<file path="config.mk">
export PLATFORM = sky130hd
export DESIGN_NAME = csw_regs
export DESIGN_NICKNAME = d
export VERILOG_FILES = /design/src/hw/csw_pkg.sv /design/src/hw/csw_regs.sv
export SDC_FILE = /design/constraint.sdc
export NUM_CORES = 1
export LEC_CHECK = 0
export BUFFER_PORTS_ARGS = -buffer_cell sky130_fd_sc_hd__clkbuf_2
export CORE_MARGIN = 2
export CORE_UTILIZATION = 51
export CTS_CLUSTER_SIZE = 8
export DETAILED_ROUTE_END_ITERATION = 12
export GPL_ROUTABILITY_DRIVEN = 0
export PLACE_DENSITY = 0.74
export SETUP_SLACK_MARGIN = 0.15
export SLEW_MARGIN = 20
export SYNTH_ARGS = -nofsm -noshare
export SYNTH_HDL_FRONTEND = slang
export SYNTH_SLANG_ARGS = --single-unit
</file>
<file path="constraint.sdc">
create_clock -name i_clock -period 2.7 [get_ports i_clock]
set_clock_uncertainty 0.1 [all_clocks]
set_input_delay 0.405 -clock i_clock [delete_from_list [all_inputs] [get_ports i_clock]]
set_output_delay 0.405 -clock i_clock [all_outputs]
set_load 0.03 [all_outputs]
</file>
<file path="src/hw/csw_pkg.sv">
package csw_pkg;

	// ----------------------------------------------------------------
	// Register indices (byte address is four times the index)
	// ----------------------------------------------------------------
	localparam logic [7:0] IDX_SCR_H_START_LOW  = 8'h38;
	localparam logic [7:0] IDX_SCR_H_START_HIGH = 8'h39;
	localparam logic [7:0] IDX_SCR_H_END_LOW    = 8'h3C;
	localparam logic [7:0] IDX_SCR_H_END_HIGH   = 8'h3D;
	localparam logic [7:0] IDX_SCR_V_END_LOW    = 8'h3E;
	localparam logic [7:0] IDX_SCR_V_END_HIGH   = 8'h3F;
	localparam logic [7:0] IDX_WR_CTRL_MAIN     = 8'h40;
	localparam logic [7:0] IDX_WR_CTRL_TARGET   = 8'h41;
	localparam logic [7:0] IDX_BLINK_PERIOD     = 8'h44;
	localparam logic [7:0] IDX_RD_SCAN_DIR      = 8'h45;
	localparam logic [7:0] IDX_WR_POS_X_LOW     = 8'h46;
	localparam logic [7:0] IDX_WR_POS_X_HIGH    = 8'h47;
	localparam logic [7:0] IDX_WR_POS_Y_LOW     = 8'h48;
	localparam logic [7:0] IDX_WR_POS_Y_HIGH    = 8'h49;
	localparam logic [7:0] IDX_RD_POS_X_LOW     = 8'h4A;
	localparam logic [7:0] IDX_RD_POS_X_HIGH    = 8'h4B;
	localparam logic [7:0] IDX_RD_POS_Y_LOW     = 8'h4C;
	localparam logic [7:0] IDX_RD_POS_Y_HIGH    = 8'h4D;
	localparam logic [7:0] IDX_CARET_WIDTH      = 8'h4E;
	localparam logic [7:0] IDX_CARET_HEIGHT     = 8'h4F;

	// ----------------------------------------------------------------
	// Field positions
	// ----------------------------------------------------------------
	localparam int WCM_TEXT      = 7;
	localparam int WCM_SHOW      = 6;
	localparam int WCM_BLINK     = 5;
	localparam int WCM_WDIR_LSB  = 2;
	localparam int WCM_WR_NOINC  = 1;
	localparam int WCM_RD_NOINC  = 0;
	localparam int WCT_GC_EN     = 7;
	localparam int WCT_GC_SEL_LSB = 4;
	localparam int WCT_DEST_LSB  = 2;
	localparam int WCT_LAYER     = 0;

	// ----------------------------------------------------------------
	// Reset values
	// ----------------------------------------------------------------
	localparam logic [7:0] REG_RST      = 8'h00;
	localparam logic [4:0] CARET_W_RST  = 5'h07;
	localparam logic [4:0] CARET_H_RST  = 5'h00;

	// ----------------------------------------------------------------
	// Types
	// ----------------------------------------------------------------
	typedef enum logic [1:0] {
		DIR_LR_TD = 2'h0,
		DIR_RL_TD = 2'h1,
		DIR_TD_LR = 2'h2,
		DIR_DT_LR = 2'h3
	} csw_dir_t;

	typedef enum logic [1:0] {
		DEST_LAYERS = 2'h0,
		DEST_CHAR_RAM = 2'h1,
		DEST_GCURS  = 2'h2,
		DEST_PATTERN = 2'h3
	} csw_dest_t;

	typedef struct packed {
		logic [9:0] x;
		logic [8:0] y;
	} csw_pos_t;

endpackage

</file>
<file path="src/hw/csw_regs.sv">
`timescale 1ns/10ps
module csw_regs
	import csw_pkg::*;
#(
	parameter int         ADDR_W = 12,
	parameter logic [9:0] X_MAX  = 10'h31F,
	parameter logic [8:0] Y_MAX  = 9'h1DF
) (
	// Clock and reset
	input  wire logic              i_clock,
	input  wire logic              i_rst_n,
	// APB slave
	input  wire logic              i_psel,
	input  wire logic              i_penable,
	input  wire logic              i_pwrite,
	input  wire logic [ADDR_W-1:0] i_paddr,
	input  wire logic [31:0]       i_pwdata,
	input  wire logic [3:0]        i_pstrb,
	output logic                   o_pready,
	output logic [31:0]            o_prdata,
	output logic                   o_pslverr,
	// Memory access events and display context
	input  wire logic              i_mem_wr,
	input  wire logic              i_mem_rd,
	input  wire logic              i_frame_tick,
	input  wire logic              i_res_le_480x400,
	input  wire logic              i_depth_8bpp,
	input  wire logic [1:0]        i_font_scale_x,
	input  wire logic [1:0]        i_font_scale_y,
	// Settings towards the controller
	output logic                   o_text_mode,
	output logic                   o_caret_show,
	output csw_pos_t               o_wr_pos,
	output csw_pos_t               o_rd_pos,
	output logic                   o_gcursor_en,
	output logic [2:0]             o_gcursor_sel,
	output csw_dest_t              o_wr_dest,
	output logic                   o_wr_layer2,
	output logic [6:0]             o_caret_w_px,
	output logic [6:0]             o_caret_h_px,
	output logic [9:0]             o_scroll_h_start,
	output logic [9:0]             o_scroll_h_end,
	output logic [8:0]             o_scroll_v_end
);

	// ----------------------------------------------------------------
	// Bus state
	// ----------------------------------------------------------------
	typedef enum logic [1:0] {
		APB_IDLE = 2'b01,
		APB_ACK  = 2'b10
	} csw_apb_t;

	csw_apb_t    apb_reg;
	csw_apb_t    apb_next;
	logic [7:0]  idx;
	logic        addr_ok;
	logic        wr_en;
	logic [7:0]  wd;
	logic [7:0]  rd_byte;

	assign idx     = i_paddr[9:2];
	assign addr_ok = (i_paddr[1:0] == 2'h0) && (i_paddr[ADDR_W-1:10] == '0) && known(idx);
	assign wr_en   = (apb_reg == APB_ACK) && i_psel && i_penable && i_pwrite
	                 && addr_ok && i_pstrb[0];
	assign wd      = i_pwdata[7:0];
	assign apb_next = (apb_reg == APB_IDLE && i_psel && i_penable) ? APB_ACK : APB_IDLE;

	function automatic logic known(input logic [7:0] a);
		known = (a >= IDX_SCR_H_START_LOW && a <= IDX_SCR_H_START_HIGH)
		     || (a >= IDX_SCR_H_END_LOW && a <= IDX_WR_CTRL_TARGET)
		     || (a >= IDX_BLINK_PERIOD && a <= IDX_CARET_HEIGHT);
	endfunction

	function automatic logic hit(input logic [7:0] a);
		hit = wr_en && (idx == a);
	endfunction

	// ----------------------------------------------------------------
	// Storage
	// ----------------------------------------------------------------
	logic [9:0] h_start_reg;
	logic [9:0] h_end_reg;
	logic [8:0] v_end_reg;
	logic [7:0] wcm_reg;
	logic [7:0] wct_reg;
	logic [7:0] blink_period_reg;
	logic [1:0] rdir_reg;
	csw_pos_t   wpos_reg;
	csw_pos_t   wpos_next;
	csw_pos_t   rpos_reg;
	csw_pos_t   rpos_next;
	logic [4:0] caret_w_reg;
	logic [4:0] caret_h_reg;
	logic [7:0] blink_cnt_reg;
	logic [7:0] blink_cnt_next;
	logic       blink_phase_reg;
	logic       blink_phase_next;

	// ----------------------------------------------------------------
	// Cursor stepping
	// ----------------------------------------------------------------
	function automatic csw_pos_t step(input csw_pos_t p, input logic [1:0] dir,
	                                  input logic text);
		csw_pos_t   n;
		logic [1:0] d;
		n = p;
		d = text ? DIR_LR_TD : dir;
		unique case (d)
			DIR_LR_TD: begin
				if (p.x >= X_MAX) begin
					n.x = 10'h000;
					n.y = (p.y >= Y_MAX) ? 9'h000 : p.y + 9'h001;
				end else begin
					n.x = p.x + 10'h001;
				end
			end
			DIR_RL_TD: begin
				if (p.x == 10'h000) begin
					n.x = X_MAX;
					n.y = (p.y >= Y_MAX) ? 9'h000 : p.y + 9'h001;
				end else begin
					n.x = p.x - 10'h001;
				end
			end
			DIR_TD_LR: begin
				if (p.y >= Y_MAX) begin
					n.y = 9'h000;
					n.x = (p.x >= X_MAX) ? 10'h000 : p.x + 10'h001;
				end else begin
					n.y = p.y + 9'h001;
				end
			end
			DIR_DT_LR: begin
				if (p.y == 9'h000) begin
					n.y = Y_MAX;
					n.x = (p.x >= X_MAX) ? 10'h000 : p.x + 10'h001;
				end else begin
					n.y = p.y - 9'h001;
				end
			end
		endcase
		step = n;
	endfunction

	// Host write to a position byte wins over a same-cycle advance
	always_comb begin
		wpos_next = wpos_reg;
		if (i_mem_wr && !wcm_reg[WCM_WR_NOINC]) begin
			wpos_next = step(wpos_reg, wcm_reg[WCM_WDIR_LSB +: 2], wcm_reg[WCM_TEXT]);
		end
		if (hit(IDX_WR_POS_X_LOW)) begin
			wpos_next.x[7:0] = wd;
		end
		if (hit(IDX_WR_POS_X_HIGH)) begin
			wpos_next.x[9:8] = wd[1:0];
		end
		if (hit(IDX_WR_POS_Y_LOW)) begin
			wpos_next.y[7:0] = wd;
		end
		if (hit(IDX_WR_POS_Y_HIGH)) begin
			wpos_next.y[8] = wd[0];
		end
	end

	always_comb begin
		rpos_next = rpos_reg;
		if (i_mem_rd && !wcm_reg[WCM_RD_NOINC]) begin
			rpos_next = step(rpos_reg, rdir_reg, wcm_reg[WCM_TEXT]);
		end
		if (hit(IDX_RD_POS_X_LOW)) begin
			rpos_next.x[7:0] = wd;
		end
		if (hit(IDX_RD_POS_X_HIGH)) begin
			rpos_next.x[9:8] = wd[1:0];
		end
		if (hit(IDX_RD_POS_Y_LOW)) begin
			rpos_next.y[7:0] = wd;
		end
		if (hit(IDX_RD_POS_Y_HIGH)) begin
			rpos_next.y[8] = wd[0];
		end
	end

	// ----------------------------------------------------------------
	// Blink timing
	// ----------------------------------------------------------------
	logic blink_wrap;

	assign blink_wrap       = i_frame_tick && (blink_cnt_reg == blink_period_reg);
	assign blink_cnt_next   = blink_wrap ? 8'h00
	                        : (i_frame_tick ? blink_cnt_reg + 8'h01 : blink_cnt_reg);
	assign blink_phase_next = blink_wrap ? ~blink_phase_reg : blink_phase_reg;

	// ----------------------------------------------------------------
	// Read mux (reserved bits zero)
	// ----------------------------------------------------------------
	always_comb begin
		rd_byte = 8'h00;
		unique case (idx)
			IDX_SCR_H_START_LOW:  rd_byte = h_start_reg[7:0];
			IDX_SCR_H_START_HIGH: rd_byte = {6'h00, h_start_reg[9:8]};
			IDX_SCR_H_END_LOW:    rd_byte = h_end_reg[7:0];
			IDX_SCR_H_END_HIGH:   rd_byte = {6'h00, h_end_reg[9:8]};
			IDX_SCR_V_END_LOW:    rd_byte = v_end_reg[7:0];
			IDX_SCR_V_END_HIGH:   rd_byte = {7'h00, v_end_reg[8]};
			IDX_WR_CTRL_MAIN:     rd_byte = wcm_reg;
			IDX_WR_CTRL_TARGET:   rd_byte = wct_reg;
			IDX_BLINK_PERIOD:     rd_byte = blink_period_reg;
			IDX_RD_SCAN_DIR:      rd_byte = {6'h00, rdir_reg};
			IDX_WR_POS_X_LOW:     rd_byte = wpos_reg.x[7:0];
			IDX_WR_POS_X_HIGH:    rd_byte = {6'h00, wpos_reg.x[9:8]};
			IDX_WR_POS_Y_LOW:     rd_byte = wpos_reg.y[7:0];
			IDX_WR_POS_Y_HIGH:    rd_byte = {7'h00, wpos_reg.y[8]};
			IDX_RD_POS_X_LOW:     rd_byte = rpos_reg.x[7:0];
			IDX_RD_POS_X_HIGH:    rd_byte = {6'h00, rpos_reg.x[9:8]};
			IDX_RD_POS_Y_LOW:     rd_byte = rpos_reg.y[7:0];
			IDX_RD_POS_Y_HIGH:    rd_byte = {7'h00, rpos_reg.y[8]};
			IDX_CARET_WIDTH:      rd_byte = {3'h0, caret_w_reg};
			IDX_CARET_HEIGHT:     rd_byte = {3'h0, caret_h_reg};
			default:              rd_byte = 8'h00;
		endcase
	end

	// ----------------------------------------------------------------
	// Derived outputs
	// ----------------------------------------------------------------
	logic [2:0] fx;
	logic [2:0] fy;
	logic [6:0] w_px_next;
	logic [6:0] h_px_next;
	logic       show_next;
	logic       layer2_next;

	assign fx          = {1'b0, i_font_scale_x} + 3'h1;
	assign fy          = {1'b0, i_font_scale_y} + 3'h1;
	assign w_px_next   = {2'h0, caret_w_reg} * {4'h0, fx};
	assign h_px_next   = {2'h0, caret_h_reg} * {4'h0, fy};
	assign show_next   = wcm_reg[WCM_SHOW]
	                     && (!wcm_reg[WCM_BLINK] || blink_phase_reg);
	assign layer2_next = wct_reg[WCT_LAYER]
	                     && (i_res_le_480x400 || i_depth_8bpp);

	// ----------------------------------------------------------------
	// Bus registers
	// ----------------------------------------------------------------
	always_ff @(posedge i_clock) begin
		if (!i_rst_n) begin
			apb_reg   <= APB_IDLE;
			o_pready  <= 1'b0;
			o_prdata  <= 32'h0000_0000;
			o_pslverr <= 1'b0;
		end else begin
			apb_reg   <= apb_next;
			o_pready  <= (apb_next == APB_ACK);
			o_prdata  <= (apb_next == APB_ACK && addr_ok) ? {24'h00_0000, rd_byte} : 32'h0000_0000;
			o_pslverr <= (apb_next == APB_ACK) && !addr_ok;
		end
	end

	// ----------------------------------------------------------------
	// Setting registers
	// ----------------------------------------------------------------
	always_ff @(posedge i_clock) begin
		if (!i_rst_n) begin
			h_start_reg      <= 10'h000;
			h_end_reg        <= 10'h000;
			v_end_reg        <= 9'h000;
			wcm_reg          <= REG_RST;
			wct_reg          <= REG_RST;
			blink_period_reg <= REG_RST;
			rdir_reg         <= 2'h0;
			caret_w_reg      <= CARET_W_RST;
			caret_h_reg      <= CARET_H_RST;
		end else begin
			if (hit(IDX_SCR_H_START_LOW)) begin
				h_start_reg[7:0] <= wd;
			end
			if (hit(IDX_SCR_H_START_HIGH)) begin
				h_start_reg[9:8] <= wd[1:0];
			end
			if (hit(IDX_SCR_H_END_LOW)) begin
				h_end_reg[7:0] <= wd;
			end
			if (hit(IDX_SCR_H_END_HIGH)) begin
				h_end_reg[9:8] <= wd[1:0];
			end
			if (hit(IDX_SCR_V_END_LOW)) begin
				v_end_reg[7:0] <= wd;
			end
			if (hit(IDX_SCR_V_END_HIGH)) begin
				v_end_reg[8] <= wd[0];
			end
			if (hit(IDX_WR_CTRL_MAIN)) begin
				wcm_reg <= wd & 8'hEF;
			end
			if (hit(IDX_WR_CTRL_TARGET)) begin
				wct_reg <= wd & 8'hFD;
			end
			if (hit(IDX_BLINK_PERIOD)) begin
				blink_period_reg <= wd;
			end
			if (hit(IDX_RD_SCAN_DIR)) begin
				rdir_reg <= wd[1:0];
			end
			if (hit(IDX_CARET_WIDTH)) begin
				caret_w_reg <= wd[4:0];
			end
			if (hit(IDX_CARET_HEIGHT)) begin
				caret_h_reg <= wd[4:0];
			end
		end
	end

	// ----------------------------------------------------------------
	// Cursors, blink and outputs
	// ----------------------------------------------------------------
	always_ff @(posedge i_clock) begin
		if (!i_rst_n) begin
			wpos_reg        <= '0;
			rpos_reg        <= '0;
			blink_cnt_reg   <= 8'h00;
			blink_phase_reg <= 1'b0;
		end else begin
			wpos_reg        <= wpos_next;
			rpos_reg        <= rpos_next;
			blink_cnt_reg   <= blink_cnt_next;
			blink_phase_reg <= blink_phase_next;
		end
	end

	always_ff @(posedge i_clock) begin
		if (!i_rst_n) begin
			o_text_mode      <= 1'b0;
			o_caret_show     <= 1'b0;
			o_wr_pos         <= '0;
			o_rd_pos         <= '0;
			o_gcursor_en     <= 1'b0;
			o_gcursor_sel    <= 3'h0;
			o_wr_dest        <= DEST_LAYERS;
			o_wr_layer2      <= 1'b0;
			o_caret_w_px     <= 7'h00;
			o_caret_h_px     <= 7'h00;
			o_scroll_h_start <= 10'h000;
			o_scroll_h_end   <= 10'h000;
			o_scroll_v_end   <= 9'h000;
		end else begin
			o_text_mode      <= wcm_reg[WCM_TEXT];
			o_caret_show     <= show_next;
			o_wr_pos         <= wpos_reg;
			o_rd_pos         <= rpos_reg;
			o_gcursor_en     <= wct_reg[WCT_GC_EN];
			o_gcursor_sel    <= wct_reg[WCT_GC_SEL_LSB +: 3];
			o_wr_dest        <= csw_dest_t'(wct_reg[WCT_DEST_LSB +: 2]);
			o_wr_layer2      <= layer2_next;
			o_caret_w_px     <= w_px_next;
			o_caret_h_px     <= h_px_next;
			o_scroll_h_start <= h_start_reg;
			o_scroll_h_end   <= h_end_reg;
			o_scroll_v_end   <= v_end_reg;
		end
	end

endmodule

</file>
Word-level counts from Yosys, hierarchy flattened
Cells that the tools add are included.
{"block": "word_totals", "wordCells": 218, "latchBits": 0, "mem_bits_rw": 0, "n_memories": 0, "ff_bits": 236, "in_bits": 62, "romBits": 0}
{"block": "op_classes", "n_div": 0, "n_eq_ne": 46, "n_mux": 32, "bitwise": 2, "shifts": 0, "multipliers": 2, "magnitude_cmp": 10, "n_addsub": 11, "n_reduce_logical": 73}
{"op": "8-bit case mux with 20 select lines", "count": 1}
{"op": "19-bit case mux with 4 select lines", "count": 2}
{"op": "8-bit by 7-bit == test with 1-bit output, second input constant", "count": 14}
{"op": "10-bit two-way mux", "count": 8}
{"op": "9-bit two-way mux", "count": 8}
{"op": "8-bit by 6-bit == test with 1-bit output, second input constant", "count": 6}
{"op": "3-bit != test, second input constant", "count": 16}
{"op": "1-bit logical AND", "count": 39}
{"op": "19-bit two-way mux", "count": 2}
{"op": "8-bit two-way mux", "count": 4}
{"op": "3-bit AND reduction", "count": 8}
{"op": "10-bit by 1-bit adder with 10-bit output, second input constant", "count": 2}
{"op": "10-bit >= comparator, second input constant", "count": 2}
{"op": "10-bit logical NOT", "count": 2}
{"op": "10-bit by 1-bit subtractor with 10-bit output, second input constant", "count": 2}
{"op": "9-bit by 1-bit adder with 9-bit output, second input constant", "count": 2}
{"op": "9-bit >= comparator, second input constant", "count": 2}
{"op": "9-bit logical NOT", "count": 2}
{"op": "9-bit by 1-bit subtractor with 9-bit output, second input constant", "count": 2}
{"op": "8-bit by 6-bit >= comparator with 1-bit output, second input constant", "count": 2}
{"op": "8-bit by 7-bit <= comparator with 1-bit output, second input constant", "count": 2}
{"op": "2-bit nonzero test", "count": 8}
{"op": "5-bit by 3-bit multiplier with 7-bit output", "count": 2}
{"op": "2-bit == test, second input constant", "count": 6}
{"op": "other kinds (14)", "count": 32}

Longest topological paths before layout
{"block": "logic_depth", "word_depth": 10, "mapped_depth": 12}

Worst setup path after synthesis
Ideal clock, no wire load.
{"block": "synth_path", "path_type": "flip-flop to flip-flop", "startpoint": "reg rpos_reg[0] in the netlist's numbering", "endpoint": "reg rpos_reg[9] in the netlist's numbering", "slack_ps": 28, "stages_incl_launch_ff": 11, "arrival_time_ps": 2502, "path_cell_list": "dfxtp_1 -> clkbuf_1 -> inv_1 -> ha_1 -> or3b_2 -> o31ai_4 -> o211ai_1 -> clkbuf_1 -> o31ai_1 -> o21ai_0 -> a21oi_1"}
{"block": "synth_between", "elab_chain_len": 3}
{"element": "start: declaration", "line_no": "csw_regs.sv:91", "text": "csw_pos_t rpos_reg;"}
{"element": "start signal: assignment", "line_no": "csw_regs.sv:326", "text": "rpos_reg <= rpos_next;"}
{"element": "9-bit >= comparator / 9-bit logical NOT (equally long branches)", "line_no": "csw_regs.sv:127, csw_regs.sv:135"}
{"element": "3-bit != test (no source line)"}
{"element": "3-bit AND reduction (no source line) (*)"}
Every way passes the cells marked *; elsewhere a longest branch is shown, timed or not.
A chain may end at the register's enable or synchronous reset.

Final worst setup path
{"block": "layout_path", "startpoint": "reg wpos_reg[0] in the netlist's numbering", "endpoint": "reg wpos_reg[15] in the netlist's numbering"}
{"block": "layout_between", "elab_chain_len": 3}
{"element": "start: declaration", "line_no": "csw_regs.sv:89", "text": "csw_pos_t wpos_reg;"}
{"element": "start signal: assignment", "line_no": "csw_regs.sv:325", "text": "wpos_reg <= wpos_next;"}
{"element": "9-bit >= comparator / 9-bit logical NOT (equally long branches)", "line_no": "csw_regs.sv:127, csw_regs.sv:135"}
{"element": "3-bit != test (no source line)"}
{"element": "3-bit AND reduction (no source line) (*)"}
Marked as above.

==> out/metrics.cfg <==
[status]
run_status = complete, no violations

[drt]
dr_wl_met2_um = 15790
initialDrtViolationCount = 1348
avgRoutedWirePerCell_um = 19.02
drt-pass1-iter-count = 6
drt_drc_violations_left = 0
finalWirelength_um = 34560
via_per_inst = 6.103
ant_nets = 0
highest_layer = met4
wire_length_on_met1_um = 13490
routed-via-count = 11089
met3_wirelength_um = 3730

[power_and_ir_drop]
power.share.combinational_pct = 8.6
pwr-share-seq_pct = 45.3
power_density_nw_per_um2 = 528.0
power.share.clock_pct = 46.1
ir_drop_mv = 0.4114
p_int_mw = 5.282
p_sw_mw = 1.733
leak_pwr_nw = 5.345
p_sw_share_pct = 24.71

[yosys]
yosys.cell_count.top_type = dfxtp_1
synth.yosys.warnings = 0
post_synth_edffs = 0
proportion_of_synthesized_chip_area_in_sequential_cells_pct = 38.04
syn-cell-area_um2 = 11100
synth_top_flop_cell = dfxtp_1
yosys.area.top_type = dfxtp_1
syn_avg_cell_area_um2 = 8.099
synth-seq-cells = 211
synth_area_leaders = dfxtp_1 (38%), nand2_1 (6.2%), a21oi_1 (4.7%), and2_1 (4.6%), nor2_1 (3.5%)
synth.distinct_cells = 79
synth-async-reset-ratio_pct = 0
synth_top_area_share_pct = 38.04
synthTopCellsByCount = dfxtp_1 (211), nand2_1 (184), a21oi_1 (105), nor2_1 (104), clkbuf_1 (85)
postSynthCellCount = 1371

[cells_and_area]
regArea_um2 = 4225
fill_cells = 1852
ant_diodes = 0
area_of_the_multi_input_gates_um2 = 6262
syn2layout_area_growth_pct = 19.64
final_net_count = 1637
fraction_of_layout_cells_with_a_size_suffix_above_1_pct = 20.49

[critical_path]
critical_path.endpoint_type = flop
cp.arrival_ns = 2.79
r2r-start = wpos_reg[0]$_SDFFE_PN0P_
cp_slowest_cell = or4b_4
family_with_the_most_delay_on_the_worst_path = simple AND/OR/NAND/NOR gates
timing.critical_path.from_type = flop
critPathKind = reg -> reg
required_worst_endpoint_ns = 3.03
timing.reg2reg.setup_slack_ns = 0.25
worst_r2r_path_depth = 9
worst-path-max-fanout = 10
worstPathBufferInverterCount = 2
timing.critical_path.cells = inv_1 -> ha_2 -> or4b_4 -> or3_4 -> a221oi_4 -> buf_4 -> o211ai_1 -> nand2_1 -> a31oi_1
crit_path_max_incr_delay_ns = 0.48
worstReg2RegEnd = wpos_reg[15]$_SDFFE_PN0P_

[sta]
post-route-worst-setup-slack_ns = 0.2452
relSlewSlack_pct = 43.43
final.setup.tns_ns = 0
min_period_ns = 2.455
finalSetupViolCount = 0
final_max_slew_viol_count = 0
max_freq_mhz = 407.4
tightest_slew_ns = 0.8414
post-route-period-util_pct = 90.92
rsz0062_at_grt = no
hold_violations = 0

[place]
dpl.hpwl_um = 24100
placement.setup.worst_slack_ns = -0.05343
port_buffers = 134

[floorplanning]
boundaryPins = 186
die_y_um = 151.6
start_util_pct = 52.33
row_count = 53
placeableCoreArea_um2 = 21220
floorplan.die_area_um2 = 22970
die_x_um = 151.6

[cts]
max-clock-path-buffers = 3
ctsHtreeMaxLevel = 1
clkSlewWorstSetupHoldPaths_ns = 0.05
cts_sinks = 211
cts_inserted_buffers = 30
clock_latency_ns = 0.55
tritoncts = done
cell_at_the_root_of_the_clock_tree = clkbuf_16

[global_routing]
grt_first_pass_wirelength_um = 53360
overflow = 0
maximum_number_of_pins_on_one_net_before_global_route_repair = 74
grt_antenna_before_repair = 0
first_global_vias = 10106
global_route.usage.total_pct = 29.17

[worst_hold_path]
worst_hold_startpoint = i_psel
endpoint_with_the_worst_hold_slack = o_pready$_SDFF_PN0_
hold_class = in -> reg
min_path_cells = 3

[job]
max_cap_viol_count = 0

## cells in the final DEF (no fill, tap or decap), types with 8 or more instances in the layout
cell,netlist,layout
a21o_1,8,8
a21oi_1,105,105
a221oi_1,9,9
a22o_1,9,9
a22oi_1,10,10
a31oi_1,26,26
and2_1,82,81
and3_1,10,10
buf_4,26,108
clkbuf_16,0,30
clkbuf_2,0,133
conb_1,1,24
dfxtp_1,211,210
ha_1,25,22
inv_1,36,31
mux2i_1,21,21
nand2_1,184,184
nand2b_1,14,14
nand3_1,50,50
nand4_1,16,16
nor2_1,104,104
nor2b_1,11,11
nor3_1,28,28
nor3b_1,10,9
nor4_1,12,11
o211ai_1,18,18
o21ai_0,55,55
o221ai_1,9,9
o22ai_1,12,12
o31ai_1,9,9
xnor2_1,13,13
xor2_1,14,14
## worst register-to-register path, cell delays in order, from the launching register on
cell and delay (ns):
dfxtp_1 0.30, inv_1 0.07, ha_2 0.20, or4b_4 0.48
or3_4 0.35, a221oi_4 0.31, buf_4 0.25, o211ai_1 0.11
nand2_1 0.09, a31oi_1 0.07
## layout make-up
class | count | share of cell area [%]
clock buffer | 30 | 5.651
clock inverter | 2 | 0.1789
inverter | 36 | 1.017
multi-input combinational | 1016 | 47.14
sequential | 211 | 31.80
tap | 275 | 2.590
timing repair buffer | 247 | 11.62
## kinds of logic after synthesis
group                    after synthesis  synth area share [%]
buffers and inverters                167                 6.952
multiplexers                          25                 2.603
flip-flops                           211                 38.04
AO/OA/AOI/OAI                        333                 19.82
other                                  1               0.03377
AND/OR/NAND/NOR                      574                 26.16
XOR/XNOR                              27                 2.130
adder cells (fa/ha/maj)               33                 4.259
## power by group through the flow
stage	combinational (mW)	clock (mW)	sequential, mW
3_5_place_dp	0.575	0	3.23
6_report	0.605	3.24	3.17
2_1_floorplan	0.381	0	3.26
5_1_grt	0.647	3.41	3.17
3_3_place_gp	0.565	0	3.23
4_1_cts	0.580	3.29	3.17
## timing repair
item / in CTS / in global routing
endpoints found under the hold margin: 1 / 0
setup buffers: 1 / 3
endpoints found under the setup margin: 5 / 26
hold buffers: 2 / 0
gates cloned: 0 / 2
resized for setup: 0 / 16
pin swaps: 1 / 4
## routing by layer
metal  vias to the layer above  global-route usage (%)
met5                         -                       0
met4                         0                   12.41
met3                       117                   5.958
met2                       652                   46.38
met1                      5174                   38.61
li1                       5146                       -
## worst max path at each step
stage / start / to / slack, ns / cells past startpoint
2_1_floorplan: rpos_reg[1]$_SDFFE_PN0P_ / rpos_reg[9]$_SDFFE_PN0P_ / 0.13 / 10
3_3_place_gp: i_font_scale_y[0] / o_caret_h_px[6]$_SDFF_PN0_ / -0.02 / 11
3_5_place_dp: i_font_scale_y[0] / o_caret_h_px[6]$_SDFF_PN0_ / -0.05 / 13
4_1_cts: rpos_reg[0]$_SDFFE_PN0P_ / rpos_reg[18]$_SDFFE_PN0P_ / 0.16 / 8
5_1_grt: wpos_reg[0]$_SDFFE_PN0P_ / wpos_reg[14]$_SDFFE_PN0P_ / 0.15 / 9
6_report: wpos_reg[0]$_SDFFE_PN0P_ / wpos_reg[15]$_SDFFE_PN0P_ / 0.25 / 9
## through the flow
step / power [mW] / cell area (µm²) / cells / hold WS (ns) / utilization, %
after floorplan: 3.645 / 11220 / 1394 / 0.3223 / -
after detailed placement: 3.809 / 12400 / 1777 / 0.3525 / 58.41
after global placement: 3.799 / 12400 / 1777 / 0.3383 / 58.41
after global routing: 7.229 / 13290 / 1817 / 0.05271 / 62.61
final: 7.015 / 13290 / 1817 / 0.02624 / 62.61
after CTS: 7.044 / 13200 / 1812 / 0.009882 / 62.19
No activity file was read; power rests on OpenSTA's default activity.
